**src/mdl_map.svh**
```systemverilog
// Register offsets, field positions, reset values and timing counts of the channel loader.
`ifndef MDL_MAP_SVH
`define MDL_MAP_SVH

// Channel data ports sit at even byte offsets, channel n at offset n times the stride.
`define MDL_ADDR_W       5
`define MDL_CH_STRIDE    5'h02
`define MDL_CH_LAST_OFS  5'h1E
`define MDL_CHAN_MAX     16
`define MDL_CODE_W       16

// Status word: transfer-in-progress flag in bit zero, the rest reads as zero.
`define MDL_STATUS_W     16
`define MDL_STATUS_BUSY  0

// Clock period and serial transfer time, both in nanoseconds.
`define MDL_CLK_NS       100
`define MDL_XFER_NS      2200
`define MDL_XFER_CYC     ((`MDL_XFER_NS + `MDL_CLK_NS - 1) / `MDL_CLK_NS)

// Frame layout: one slot per code bit, then one latch slot.
`define MDL_LATCH_SLOT   (`MDL_CODE_W + 1)

// Current range modes and the one-hot range select they produce.
`define MDL_MODE_0_20    2'h1
`define MDL_MODE_4_20    2'h2
`define MDL_MODE_5_25    2'h3
`define MDL_SEL_0_20     3'h1
`define MDL_SEL_4_20     3'h2
`define MDL_SEL_5_25     3'h4
`define MDL_RANGE_RST    3'h1

// Depth of the buffer between the write port and the shifter.
`define MDL_BUF_DEPTH    2

`endif

```
**src/mdl_pkg.sv**
```systemverilog
// Types of the channel loader, among them the entry that waits in its buffer.
`default_nettype none
package mdl_pkg;

	// Shifter states, one-hot.
	typedef enum logic [3:0] {
		MDL_IDLE   = 4'h1,
		MDL_SHIFT  = 4'h2,
		MDL_LATCH  = 4'h4,
		MDL_SETTLE = 4'h8
	} mdl_state_type;

	// One accepted channel write as it waits in the buffer.
	typedef struct packed {
		logic [3:0]  chan;
		logic [15:0] code;
	} mdl_entry_type;

endpackage : mdl_pkg
`default_nettype wire

```
**src/mdl_dac_loader.sv**
```systemverilog
// Channel loader: decodes code writes, shifts each code to its converter and reports transfer status.
//
// Functional notes
// - Each channel code is 16-bit two's complement and is sent unchanged.
// - Code 0x8000 is minus full scale, 0x7FFF just below plus, zero is zero.
// - Positive codes up to 16384 pass untouched for a reduced unipolar span.
// - Eight or sixteen channels, each with its own writable code.
// - Every transfer lasts 2.2 microseconds and stays in progress for all of it.
// - Status reads one during a transfer and zero when none is in progress; here it also reads one while a written word waits in the buffer.
// - Current channel n is driven from voltage channel n.
// - One range setting serves all current channels together.
// - Range mode 1 is 0-20 mA, mode 2 is 4-20 mA, mode 3 is 5-25 mA.
// - Channel n is written at even byte offset two times n, for n up to fifteen.
// - Busy flag sits in bit zero of a read-only status word.
`timescale 1ns/1ns
`default_nettype none
`include "mdl_map.svh"
module mdl_dac_loader
	import mdl_pkg::*;
#(
	parameter int NUM_CH = `MDL_CHAN_MAX
) (
	input  wire logic                      clk_i,
	input  wire logic                      rstn_i,
	input  wire logic                      wr_valid_i,
	input  wire logic [`MDL_ADDR_W-1:0]    wr_addr_i,
	input  wire logic [`MDL_CODE_W-1:0]    wr_data_i,
	output logic                           wr_ready_o,
	input  wire logic                      dac_ready_i,
	output logic                           ser_data_o,
	output logic                           ser_bit_o,
	output logic                           ser_latch_o,
	output logic [NUM_CH-1:0]              dac_sel_o,
	output logic                           busy_o,
	output logic [`MDL_STATUS_W-1:0]       status_o,
	input  wire logic [1:0]                range_mode_i,
	output logic [2:0]                     range_sel_o
);
	localparam int XFER_CYC = `MDL_XFER_CYC;
	localparam int CW       = $clog2(XFER_CYC + 1);
	localparam int EW       = $bits(mdl_entry_type);
	localparam int LW       = $clog2(`MDL_BUF_DEPTH + 1);

	typedef struct packed {
		mdl_state_type           state;
		logic [CW-1:0]           cnt;
		logic [`MDL_CODE_W-1:0]  shreg;
		logic [`MDL_CODE_W-1:0]  word;
		logic                    ser_data;
		logic                    ser_bit;
		logic                    ser_latch;
		logic [NUM_CH-1:0]       sel;
		logic                    busy;
		logic [2:0]              range;
		logic [`MDL_CODE_W-1:0]  chk;
	} mdl_core_type;

	mdl_core_type  r;
	mdl_core_type  n;
	mdl_entry_type in_word;
	mdl_entry_type buf_word;
	logic          mapped;
	logic          accept;
	logic          buf_ready;
	logic          buf_valid;
	logic          pop;
	logic [LW-1:0] buf_level;
	logic [NUM_CH-1:0] chan_hit;
	logic          act;

	// Only even offsets that name an existing channel reach the buffer; the rest are dropped.
	// Ready does not depend on the offset, so a host cannot tell a dropped write from a taken one.
	always_comb begin
		in_word.chan = 4'(wr_addr_i / `MDL_CH_STRIDE);
		in_word.code = wr_data_i;
		mapped = !wr_addr_i[0] && (32'(in_word.chan) < NUM_CH);
		accept = wr_valid_i && mapped && buf_ready;
	end

	// Two words of slack mean a host that writes early loses nothing; it is merely held off.
	mdl_pair_buffer #(
		.WIDTH (EW),
		.DEPTH (`MDL_BUF_DEPTH)
	) i_mdl_pair_buffer (
		.clk_i       (clk_i),
		.rstn_i      (rstn_i),
		.in_valid_i  (wr_valid_i && mapped),
		.in_data_i   (in_word),
		.in_ready_o  (buf_ready),
		.out_valid_o (buf_valid),
		.out_data_o  (buf_word),
		.out_ready_i (pop),
		.level_o     (buf_level)
	);

	// One converter select per channel, so the current stage of channel n follows channel n.
	// With eight channels no select exists past channel seven; such offsets never reach the buffer.
	for (genvar i = 0; i < NUM_CH; i++) begin : g_sel
		assign chan_hit[i] = (buf_word.chan == 4'(i));
	end

	// Frame: sixteen bit slots MSB first, one latch slot, then settle to fill the transfer time.
	// Counter value 1 to 16 marks the bit slots, 17 the latch slot and 18 to 22 the settle slots.
	// The settle slots stretch the frame to the full transfer time, so a slow converter still
	// sees its select long enough; the price is idle cycles on the shared path.
	// A stalled converter only delays the start; once begun, a frame always runs to its end.
	// The select clears on the last edge, so two frames are always split by one quiet cycle.
	always_comb begin
		n = r;
		pop = 1'b0;
		n.ser_latch = 1'b0;
		case (r.state)
			MDL_IDLE: begin
				n.ser_bit = 1'b0;
				n.sel = '0;
				n.cnt = '0;
				if (buf_valid && dac_ready_i) begin
					pop = 1'b1;
					n.state = MDL_SHIFT;
					n.cnt = CW'(1);
					n.word = buf_word.code;
					n.ser_data = buf_word.code[`MDL_CODE_W-1];
					n.ser_bit = 1'b1;
					n.shreg = {buf_word.code[`MDL_CODE_W-2:0], 1'b0};
					n.sel = chan_hit;
				end
			end
			MDL_SHIFT: begin
				n.cnt = r.cnt + CW'(1);
				if (r.cnt == CW'(`MDL_CODE_W)) begin
					n.ser_bit = 1'b0;
					n.ser_latch = 1'b1;
					n.state = MDL_LATCH;
				end else begin
					n.ser_data = r.shreg[`MDL_CODE_W-1];
					n.shreg = {r.shreg[`MDL_CODE_W-2:0], 1'b0};
				end
			end
			MDL_LATCH: begin
				n.cnt = r.cnt + CW'(1);
				n.state = MDL_SETTLE;
			end
			MDL_SETTLE: begin
				if (r.cnt == CW'(XFER_CYC)) begin
					n.state = MDL_IDLE;
					n.cnt = '0;
					n.sel = '0;
				end else begin
					n.cnt = r.cnt + CW'(1);
				end
			end
			default: begin
				n.state = MDL_IDLE;
				n.cnt = '0;
				n.sel = '0;
				n.ser_bit = 1'b0;
			end
		endcase

		// Busy covers the accepted write, any word still buffered and the running frame.
		// Counting buffered words keeps the flag honest for a host that wrote early: it sees
		// busy until the last word it handed over has left the shifter.
		n.busy = accept || (n.state != MDL_IDLE) || (buf_level > LW'(pop));

		// A single range setting drives every current stage; unused code 0 keeps the last mode.
		// A new mode takes effect on the next edge from a flop, so the stages see no decode glitch.
		case (range_mode_i)
			`MDL_MODE_0_20: n.range = `MDL_SEL_0_20;
			`MDL_MODE_4_20: n.range = `MDL_SEL_4_20;
			`MDL_MODE_5_25: n.range = `MDL_SEL_5_25;
			default:        n.range = r.range;
		endcase

		// Checking aid: rebuilds the word from the strobed bits, the way a converter collects it.
		if (r.ser_bit) begin
			n.chk = {r.chk[`MDL_CODE_W-2:0], r.ser_data};
		end
	end

	// All control state lives in one register; reset leaves the path idle at the lowest range.
	always_ff @(posedge clk_i) begin
		if (!rstn_i) begin
			r <= '{state: MDL_IDLE, range: `MDL_RANGE_RST, default: '0};
		end else begin
			r <= n;
		end
	end

	// Every pin comes from a flop, so the converters and the host never see decode glitches.
	assign act = (r.state != MDL_IDLE);
	assign wr_ready_o = buf_ready;
	assign ser_data_o = r.ser_data;
	assign ser_bit_o = r.ser_bit;
	assign ser_latch_o = r.ser_latch;
	assign dac_sel_o = r.sel;
	assign busy_o = r.busy;
	assign range_sel_o = r.range;

	// Status word is read-only by construction: there is no write path to it.
	always_comb begin
		status_o = '0;
		status_o[`MDL_STATUS_BUSY] = r.busy;
	end
endmodule : mdl_dac_loader
`default_nettype wire

```
**src/mdl_pair_buffer.sv**
```systemverilog
// Small valid/ready buffer that holds written channel codes until the shifter takes them.
`timescale 1ns/1ns
`default_nettype none
module mdl_pair_buffer #(
	parameter int WIDTH = 20,
	parameter int DEPTH = 2
) (
	input  wire logic                         clk_i,
	input  wire logic                         rstn_i,
	input  wire logic                         in_valid_i,
	input  wire logic [WIDTH-1:0]             in_data_i,
	output logic                              in_ready_o,
	output logic                              out_valid_o,
	output logic [WIDTH-1:0]                  out_data_o,
	input  wire logic                         out_ready_i,
	output logic [$clog2(DEPTH+1)-1:0]        level_o
);
	localparam int PW = (DEPTH > 1) ? $clog2(DEPTH) : 1;
	localparam int LW = $clog2(DEPTH + 1);

	typedef struct packed {
		logic [DEPTH-1:0][WIDTH-1:0] mem;
		logic [PW-1:0]               wptr;
		logic [PW-1:0]               rptr;
		logic [LW-1:0]               level;
		logic                        rdy;
		logic                        nempty;
	} mdl_buf_type;

	mdl_buf_type r;
	mdl_buf_type n;
	logic        push;
	logic        pop;

	// Ready and valid are kept as flops so the writer never sees a combinational path.
	always_comb begin
		n = r;
		push = in_valid_i && r.rdy;
		pop = out_ready_i && r.nempty;
		if (push) begin
			n.mem[r.wptr] = in_data_i;
			n.wptr = (r.wptr == PW'(DEPTH - 1)) ? '0 : r.wptr + PW'(1);
		end
		if (pop) begin
			n.rptr = (r.rptr == PW'(DEPTH - 1)) ? '0 : r.rptr + PW'(1);
		end
		n.level = r.level + LW'(push) - LW'(pop);
		n.rdy = (n.level != LW'(DEPTH));
		n.nempty = (n.level != '0);
	end

	// Reset empties the buffer and opens the write side.
	always_ff @(posedge clk_i) begin
		if (!rstn_i) begin
			r <= '{rdy: 1'b1, default: '0};
		end else begin
			r <= n;
		end
	end

	assign in_ready_o = r.rdy;
	assign out_valid_o = r.nempty;
	assign out_data_o = r.mem[r.rptr];
	assign level_o = r.level;
endmodule : mdl_pair_buffer
`default_nettype wire

```
**config.mk**
```make
export PLATFORM = sky130hd
export DESIGN_NAME = mdl_dac_loader
export DESIGN_NICKNAME = d
export VERILOG_FILES = /design/src/mdl_pkg.sv /design/src/mdl_dac_loader.sv /design/src/mdl_pair_buffer.sv
export VERILOG_INCLUDE_DIRS = /design/src
export SDC_FILE = /design/constraint.sdc
export NUM_CORES = 1
export LEC_CHECK = 0
export ABC_AREA = 1
export BUFFER_PORTS_ARGS = -buffer_cell sky130_fd_sc_hd__buf_2
export CAP_MARGIN = 20
export CELL_PAD_IN_SITES_DETAIL_PLACEMENT = 1
export CELL_PAD_IN_SITES_GLOBAL_PLACEMENT = 2
export CORE_UTILIZATION = 32
export CTS_BUF_LIST = sky130_fd_sc_hd__clkbuf_2
export DETAILED_ROUTE_END_ITERATION = 6
export PLACE_DENSITY = 0.83
export REMOVE_ABC_BUFFERS = 1
export SLEW_MARGIN = 20
export SYNTH_ARGS = -nofsm -noshare
export SYNTH_HDL_FRONTEND = slang
export SYNTH_HIERARCHICAL = 1
export SYNTH_SLANG_ARGS = --single-unit
export TNS_END_PERCENT = 50
```
**constraint.sdc**
```tcl
create_clock -name clk_i -period 2 [get_ports clk_i]
set_input_delay 0.3 -clock clk_i [delete_from_list [all_inputs] [get_ports clk_i]]
set_output_delay 0.3 -clock clk_i [all_outputs]
set_load 0.005 [all_outputs]
```
==> metrics.md, run 1 <==
| Metric | Value |
|---|---|
| Iteration count of the initial detailed-routing pass | `6` |
| HPWL Detailed | `8480 um` |
| Initial antenna violation count | `1` |
| Slowest stage delay, CP | `0.41 ns` |
| Hold slack | `0.107 ns` |
| Overall power | `0.00370 W` |
| Setup violators final | `0` |
| Largest net degree at the start of global routing | `56` |
| Most frequent CP cell | `nand2_1` |
| Gpl congestion | `0.754` |
| Dpl cell area | `4990 um^2` |
| Area growth syn-to-layout | `11.2%` |
| Final Util | `0.368` |
| Total track usage | `0.169` |
| Final Critical Period | `1.77 ns` |
| Power per standard cell area | `687 nW/um^2` |
| Initial Util | `0.331` |
| Clock Skew | `0.0308 ns` |
| Root Buffer Master | `clkbuf_2` |
| Synthesized area per cell | `6.43 um^2` |
| Sink Count | `93` |
| Max Root-Sink Buffers | `2` |
| First-pass GRT wire length | `21300 um` |
| Die width | `125 um` |
| Crit. End Element | `flop` |
| P_leak | `2.79 nW` |
| Skew-Pair Late Insertion Delay | `0.60 ns` |
| Final net count | `829` |
| FF/Latch Area | `1870 um^2` |
| Ports | `67` |
| Multi-input logic area | `2270 um^2` |
| WP data arrival | `2.29 ns` |
| Via count | `4463` |
| Vias in the first global route | `4568` |
| CTS tree | `done` |
| Leading area contributor after synthesis | `dfxtp_1` |
| Worst hold path type | `in -> reg` |
| Reg2Reg Depth | `13` |
| Die H | `125 um` |
| Vias per cell | `4.52` |
| Fillers | `1936` |
| Synth cell types | `24` |
| Iter 0 DRT Violations | `206` |
| R2r startpoint | `r[78]` |
| Fin. Hold Viols | `0` |
| Worst reg2reg endpoint | `i_mdl_pair_buffer/out_valid_o` |
| Share of the synthesized area in the top cell type | `0.384` |
| YS warnings | `6` |
| Row Count | `44` |
| Ranking of synthesized cells by area | `dfxtp_1 38%, nand2_1 17%, nor2_1 13%` |
| Design Area, Final | `5390 um^2` |
| Core Region | `14600 um^2` |
| Setup TNS | `0 ns` |
| Period utilization | `0.885` |
| Slowest cell on the critical path | `dfxtp_4` |
| Synthesized instance count | `754` |
| Fmax | `565 MHz` |
| Worst Setup EP | `i_mdl_pair_buffer/out_valid_o` |
| Number of remaining DRC errors | `8` |
| VDD IR max | `0.000380 V` |
| Yosys reg bits | `93` |
| Share of cells above drive strength 1 | `0.136` |
| Setup CP Type | `reg -> reg` |
| Slew Limit Fails | `0` |
| RSZ-0062 raised after global routing | `false` |
| Sequential area share after synthesis | `0.384` |
| Remaining antenna violation count | `0` |
| Total grt overflow | `0` |
| PortBufs | `51` |
| Data required, critical path | `2.52 ns` |
| Detailed Route WL | `12300 um` |
| Reg2Reg Setup Slack | `0.23 ns` |
| Failing checks | `DRC` |
| Startpoint Class | `flop` |
| Mapped Area | `4840 um^2` |
| Total die area | `15600 um^2` |
| Clk slew on worst S/H paths | `0.23 ns` |
| Htree depth | `3` |
| CP Cell Sequence | `nor2_2, nand3_2, nor2_4, nand2_1, nand2_1, nand2_1, ha_1, inv_1, nand2_1, nand2_1, nand2_1, nand3_2, nand2_1` |
| CP Max Fanout | `4` |
| CTS Buf Count | `9` |
| Worst setup startpoint | `r[78]` |
| Max Cap Viol | `0` |
| Avg WL per Cell | `12.5 um` |
| Status | `complete, but fails checks` |
[synth_stat cells]
cell and n:
nand2_1 213, nor2_1 173, dfxtp_1 93, inv_1 71, buf_4 43, o21ai_0 30
o21ai_1 28, nand3_1 26, buf_2 12, nor2_2 8, buf_6 7, clkbuf_1 7
inv_2 7, a21oi_1 5, ha_1 5, nand2_2 5, nor3_1 5, nand2_4 4
nand4_1 3, nor2_4 3, xor2_1 3, a211oi_1 1, clkinv_1 1, conb_1 1
[what timing repair did]
action | 4_1_cts | 5_1_grt
endpoints found under the setup margin | 0 | 3
hold buffers | 23 | 0
endpoints found under the hold margin | 43 | 0
gates resized for setup | 0 | 8
setup buffers | 0 | 2
[placed cells by master (no fill, tap or decap)]
master,netlist,final
nor2_4,3,4
nand2_1,213,213
inv_1,71,71
dfxtp_4,0,1
nand3_1,26,24
clkbuf_2,0,9
nor3_1,5,5
ha_1,5,5
clkinv_2,0,1
o21ai_1,28,28
inv_2,7,7
dlygate4sd3_1,0,23
a21oi_1,5,5
buf_12,0,1
nand3_2,0,2
o21ai_0,30,30
nor2_2,8,9
a211oi_1,1,1
nor2_1,173,171
nand2_4,4,4
conb_1,1,15
buf_4,43,12
dfxtp_2,0,1
dfxtp_1,93,91
buf_2,12,51
xor2_1,3,3
bufinv_16,0,2
nand2_2,5,5
clkinv_1,1,5
diode_2,0,1
nand4_1,3,3
[per-stage QoR]
stage,std cells,setup slack [ns]
CTS,984,0.0728
global placement,945,0.281
floorplan,699,0.232
finish,987,0.230
global route,987,0.0191
detailed placement,945,0.130
[worst min path at each step]
stage	startpoint	to	slack (ns)	cells past startpoint
floorplan	rstn_i	range_sel_o[0]	0.37	1
global placement	dac_sel_o[14]	dac_sel_o[14]	0.47	2
detailed placement	dac_sel_o[10]	dac_sel_o[10]	0.48	2
CTS	rstn_i	range_sel_o[0]	0.03	2
global route	rstn_i	r[71]	0.02	3
finish	rstn_i	range_sel_o[0]	0.11	2
[worst max-delay path: cells and delay by family (launching register included)]
kind                     cells  cell delay [ns]
flip-flops                   1             0.41
adder cells (fa/ha/maj)      1             0.21
AND/OR/NAND/NOR             11             0.98
buffers and inverters        1             0.09
[routing by layer]
layer  vias to the layer above  track usage  routed length [um]
li1                       2312            -                   -
met1                      2086        0.196                5630
met2                        56        0.306                6180
met3                         9       0.0415                 350
met4                         0       0.0466                 175
met5                         -            0                   0
[cell families (layout without fill, tap and decap cells)]
logic type,Yosys count,after routing,synth area share
simple gates,440,440,0.368
flops,93,93,0.384
xor+xnor,3,3,0.00542
fa+ha+maj,5,5,0.0129
buf+inv,148,182,0.162
other cells,1,16,0.000774
compound gates,64,64,0.0666
[layout make-up]
cell class,instances,area share
repair buffers,87,0.111
clock buffers,9,0.00836
flip-flops and latches,93,0.346
diodes,1,0.000464
clock inverters,7,0.0149
well taps,184,0.0427
multi-input cells,527,0.422
inverters,79,0.0550
[power by group]
part           total, W  switching (W)  internal (W)
Clock           0.00104       0.000643      0.000395
Sequential      0.00203      0.0000641       0.00197
Combinational  0.000630       0.000392      0.000238
Total           0.00370        0.00110       0.00260
[flip-flops by register name (all words and copies together), names as in the netlist]
register and cells:
busy_o 1, range_sel_o 3, i_mdl_pair_buffer/out_valid_o 1, ser_bit_o 1, i_mdl_pair_buffer/in_ready_o 1, dac_sel_o 16, i_mdl_pair_buffer/level_o 2, ser_latch_o 1
ser_data_o 1, i_mdl_pair_buffer/r 42, r 24
(Power assumes the default switching activity.)
==> run 2, diff against run 1 <==
- PLACE_DENSITY: 0.83 -> 0.85
==> run 2 against run 1 <==
The flow still finishes with violations (DRC). Die area is the same. Clock skew decreased by 0.011 ns. First-iteration DRC count fell by 29%. Critical path type unchanged. Sequential power barely moved. Combinational power barely moved. Register-to-register slack gained 0.03 ns. Largest cell class unchanged. Maximum frequency increased by 1.8%. Critical endpoint is now i_mdl_pair_buffer/level_o[1]. Clock power decreased by 25%. Setup slack better by 0.031 ns.
==> metrics.md, run 2 (synthesis gave the netlist of run 1 again) <==
| Metric | Value |
|---|---|
| Area growth syn-to-layout | `10.1%` |
| Power per standard cell area | `647 nW/um^2` |
| CP Max Fanout | `6` |
| Data required, critical path | `2.55 ns` |
| Worst reg2reg endpoint | `i_mdl_pair_buffer/level_o[1]` |
| Fmax | `575 MHz` |
| Worst hold path type | `in -> reg` |
| Worst setup startpoint | `r[78]` |
| Number of remaining DRC errors | `12` |
| Max Cap Viol | `0` |
| Combinational cell fraction of total power | `0.183` |
| Iter 0 DRT Violations | `147` |
| Via count | `4434` |
| WL met1 | `5490 um` |
| Ports | `67` |
| RSZ-0062 raised after global routing | `false` |
| Vias in the first global route | `4673` |
| FF/Latch Area | `1870 um^2` |
| Max Root-Sink Buffers | `2` |
| Core Region | `14600 um^2` |
| Setup CP Type | `reg -> reg` |
| Largest net degree at the start of global routing | `43` |
| Hold slack | `0.109 ns` |
| PortBufs | `51` |
| WP data arrival | `2.29 ns` |
| Avg WL per Cell | `12.6 um` |
| Total grt overflow | `0` |
| Total die area | `15600 um^2` |
| Overall power | `0.00345 W` |
| N_diodes | `0` |
| Met2 WL post-DR | `6270 um` |
| Internal power | `0.00236 W` |
| Largest Register | `i_mdl_pair_buffer/r` |
| R2r startpoint | `r[78]` |
| Clock Skew | `0.0200 ns` |
| Detailed Route WL | `12400 um` |
| Clk slew on worst S/H paths | `0.23 ns` |
| First-pass GRT wire length | `21700 um` |
| Setup TNS | `0 ns` |
| Final net count | `831` |
| Clock power frac | `0.227` |
| Most frequent cells in the layout | `213 x nand2_1, 171 x nor2_1, 91 x dfxtp_1, 71 x inv_1, 51 x buf_2` |
| Multi-input logic area | `2260 um^2` |
| Fin. Hold Viols | `0` |
| HPWL Detailed | `8810 um` |
| DR top layer | `met4` |
| Number of flip-flops in the largest register | `42` |
| Htree depth | `3` |
| Die H | `125 um` |
| Worst Hold Depth | `4` |
| Vias per cell | `4.50` |
| Status | `complete, but fails checks` |
| Reg2Reg Depth | `13` |
| Skew-Pair Late Insertion Delay | `0.59 ns` |
| Initial antenna violation count | `0` |
| Share of cells above drive strength 1 | `0.137` |
| Reg2Reg Setup Slack | `0.26 ns` |
| Initial Util | `0.331` |
| Remaining antenna violation count | `0` |
| DR WL met3 | `400 um` |
| Switching power total | `0.00108 W` |
| P_leak | `2.77 nW` |
| CTS tree | `done` |
| Die width | `125 um` |
| Worst hold start | `dac_ready_i` |
| Failing checks | `DRC` |
| Period utilization | `0.869` |
| Power share of the sequential group | `0.590` |
| Commonest non-fill, non-tap cell in the layout | `nand2_1` |
| Switch share | `0.314` |
| Row Count | `44` |
| Hold Path Sink | `r[76]` |
| Sink Count | `93` |
| Iteration count of the initial detailed-routing pass | `6` |
| Slew Limit Fails | `0` |
| VDD IR max | `0.000322 V` |
| Total track usage | `0.171` |
| Crit. End Element | `flop` |
| Startpoint Class | `flop` |
| CTS Buf Count | `9` |
| Setup violators final | `0` |
| Fillers | `1907` |
| Root Buffer Master | `clkbuf_2` |
| Gpl congestion | `0.781` |
| Final Critical Period | `1.74 ns` |
==> run 2: how the worst max path moves through the flow <==
stage,endpoint,cells after the start
3_3_place_gp,i_mdl_pair_buffer/in_ready_o,12
4_1_cts,i_mdl_pair_buffer/level_o[1],13
2_1_floorplan,i_mdl_pair_buffer/out_valid_o,13
3_5_place_dp,i_mdl_pair_buffer/level_o[1],13
5_1_grt,i_mdl_pair_buffer/level_o[1],13
6_report,i_mdl_pair_buffer/level_o[1],13
==> run 2: layout make-up <==
class / instances / area share
Clock inverter: 3 / 0.00282
Sequential cell: 93 / 0.350
Clock buffer: 11 / 0.0103
Tap cell: 184 / 0.0432
Multi-Input combinational cell: 527 / 0.423
Inverter: 79 / 0.0556
Timing Repair Buffer: 89 / 0.115
==> run 2: per-layer routing <==
metal / up-vias / track usage
met5: - / 0
met4: 0 / 0.0545
met3: 13 / 0.0432
met2: 62 / 0.318
met1: 2046 / 0.189
li1: 2313 / -
==> run 2: timing repair <==
action	4_1_cts	5_1_grt
hold endpoints to repair	44	0
setup buffers	0	0
resized for setup	0	5
hold buffers	24	0
endpoints found under the setup margin	0	3
==> run 2: power by group through the flow <==
stage	Sequential (W)	Combinational, W	Clock (W)
CTS	0.00204	0.000646	0.000846
global route	0.00205	0.000732	0.000907
detailed placement	0.00207	0.000607	0
finish	0.00203	0.000632	0.000782
floorplan	0.00206	0.000373	0
global placement	0.00207	0.000580	0
==> run 2: worst max-delay path, stage by stage (launching register included) <==
cell     delay [ns]
dfxtp_4        0.41
nor2_2         0.11
nand3_1        0.12
nor2_2         0.12
buf_4          0.15
nand3_1        0.10
nand2_1        0.07
ha_1           0.18
inv_1          0.07
nand2_1        0.06
nand2_1        0.06
nand2_1        0.09
nand3_1        0.09
inv_1          0.08
==> run 2: per-stage QoR <==
| stage | cells | area [um^2] | util | setup slack, ns |
|---|---|---|---|---|
| floorplan | 699 | 4410 | - | 0.232 |
| global placement | 948 | 5010 | 0.342 | 0.306 |
| detailed placement | 948 | 5010 | 0.342 | 0.207 |
| CTS | 986 | 5320 | 0.363 | 0.164 |
| global route | 986 | 5330 | 0.364 | 0.0453 |
| finish | 986 | 5330 | 0.364 | 0.262 |
==> run 3, diff against run 2 <==
- MAX_ROUTING_LAYER: default -> met4
==> run 3 against run 2 <==
Largest power group unchanged. Maximum frequency barely moved. Sequential cell count did not move. Critical path type unchanged. Via count fell by 0.34%. The flow still finishes with violations (DRC).
==> metrics.md, run 3 (synthesis gave the netlist of run 1 again) <==
| Metric | Value |
|---|---|
| Worst hold path type | `in -> reg` |
| FF/Latch Area | `1870 um^2` |
| Setup violators final | `0` |
| HPWL Detailed | `8810 um` |
| Data required, critical path | `2.55 ns` |
| Largest Register | `i_mdl_pair_buffer/r` |
| Final Util | `0.364` |
| Dpl cell area | `5010 um^2` |
| Fin. Hold Viols | `0` |
| Fmax | `576 MHz` |
| Worst hold start | `dac_ready_i` |
| Max Cap Viol | `0` |
| Design Area, Final | `5330 um^2` |
| Initial Util | `0.331` |
| Slew Limit Fails | `0` |
| Vias per cell | `4.48` |
| Sink Count | `93` |
| Largest net degree at the start of global routing | `43` |
| Number of remaining DRC errors | `12` |
| Via count | `4419` |
| Crit. End Element | `flop` |
| Clk slew on worst S/H paths | `0.23 ns` |
| Number of flip-flops in the largest register | `42` |
| First-pass GRT wire length | `21700 um` |
| Failing checks | `DRC` |
| Power per standard cell area | `646 nW/um^2` |
| Final net count | `831` |
| WP data arrival | `2.29 ns` |
| Vias in the first global route | `4673` |
| Setup TNS | `0 ns` |
| DP Worst Slack | `0.207 ns` |
| Iteration count of the initial detailed-routing pass | `6` |
| VDD IR max | `0.000323 V` |
| RSZ-0062 raised after global routing | `false` |
| Die width | `125 um` |
| Clock Skew | `0.0199 ns` |
| Placed Cells incl. Taps | `948` |
| Post-CTS setup buffer count | `0` |
| Final cell count without fillers | `986` |
| Row Count | `44` |
| Detailed Route WL | `12400 um` |
| CTS tree | `done` |
| Gpl congestion | `0.791` |
| Commonest non-fill, non-tap cell in the layout | `nand2_1` |
| Total die area | `15600 um^2` |
| CTS Buf Count | `9` |
| Final Worst Setup Slack | `0.263 ns` |
| Iter 0 DRT Violations | `143` |
| Remaining antenna violation count | `0` |
| Total grt overflow | `0` |
| Core Region | `14600 um^2` |
| Ports | `67` |
| Most frequent cells in the layout | `213 x nand2_1, 171 x nor2_1, 91 x dfxtp_1, 71 x inv_1, 51 x buf_2` |
| Max Root-Sink Buffers | `2` |
| Worst setup startpoint | `r[78]` |
| Final Critical Period | `1.74 ns` |
| Startpoint Class | `flop` |
| Fillers | `1907` |
| Period utilization | `0.869` |
| Share of cells above drive strength 1 | `0.137` |
| P_leak | `2.77 nW` |
| CP Max Fanout | `6` |
| Total track usage | `0.176` |
| Reg2Reg Setup Slack | `0.26 ns` |
| Status | `complete, but fails checks` |
| Skew-Pair Late Insertion Delay | `0.59 ns` |
| Initial antenna violation count | `0` |
| N_diodes | `0` |
| Multi-input logic area | `2260 um^2` |
| Htree depth | `3` |
| PortBufs | `51` |
| Root Buffer Master | `clkbuf_2` |
| R2r startpoint | `r[78]` |
| Avg WL per Cell | `12.6 um` |
| Setup CP Type | `reg -> reg` |
| Area growth syn-to-layout | `10.1%` |
| Die H | `125 um` |
## run 3: cell counts in the layout (fill, tap and decap cells not counted)
Identical to the previous run, type by type.
## run 3: final timing paths
kind,end,cells past startpoint
setup / recovery,i_mdl_pair_buffer/level_o[1],13
hold / removal,r[76],4
setup reg to reg,i_mdl_pair_buffer/level_o[1],13
hold reg to reg,dac_sel_o[14],2
## run 3: repair_timing
item                       CTS  global route
hold buffers                24             0
hold endpoints to repair    44             0
setup endpoints to repair    0             3
gates resized for setup      0             5
## run 3: final cells by class
type,count,share of cell area
timing repair buffer,89,0.115
clock inverter,3,0.00282
clock buffer,11,0.0103
sequential,93,0.350
multi-input combinational,527,0.423
tap,184,0.0432
inverter,79,0.0556
## run 3: worst max-delay path: stages, from the launching register on
cell and delay, ns:
dfxtp_4 0.41, nor2_2 0.11, nand3_1 0.12, nor2_2 0.12, buf_4 0.15, nand3_1 0.10
nand2_1 0.07, ha_1 0.18, inv_1 0.07, nand2_1 0.06, nand2_1 0.06, nand2_1 0.09
nand3_1 0.09, inv_1 0.08
## run 3: where the power goes
group	switching, W	internal [W]
Sequential	0.0000654	0.00197
Clock	0.000624	0.000155
Combinational	0.000391	0.000240
Total	0.00108	0.00236
## run 3: metal layers
metal	track usage	wire (um)	up-vias
met5	-	0	-
met4	0.0567	252	0
met3	0.0419	389	15
met2	0.318	6250	62
met1	0.189	5530	2028
li1	-	-	2314
## run 3: metrics by stage
stage                     total power [W]  hold slack (ns)
after floorplan                   0.00243            0.369
after global placement            0.00265            0.471
after detailed placement          0.00268            0.476
after CTS                         0.00353           0.0257
after global routing              0.00369           0.0387
final                             0.00345            0.113
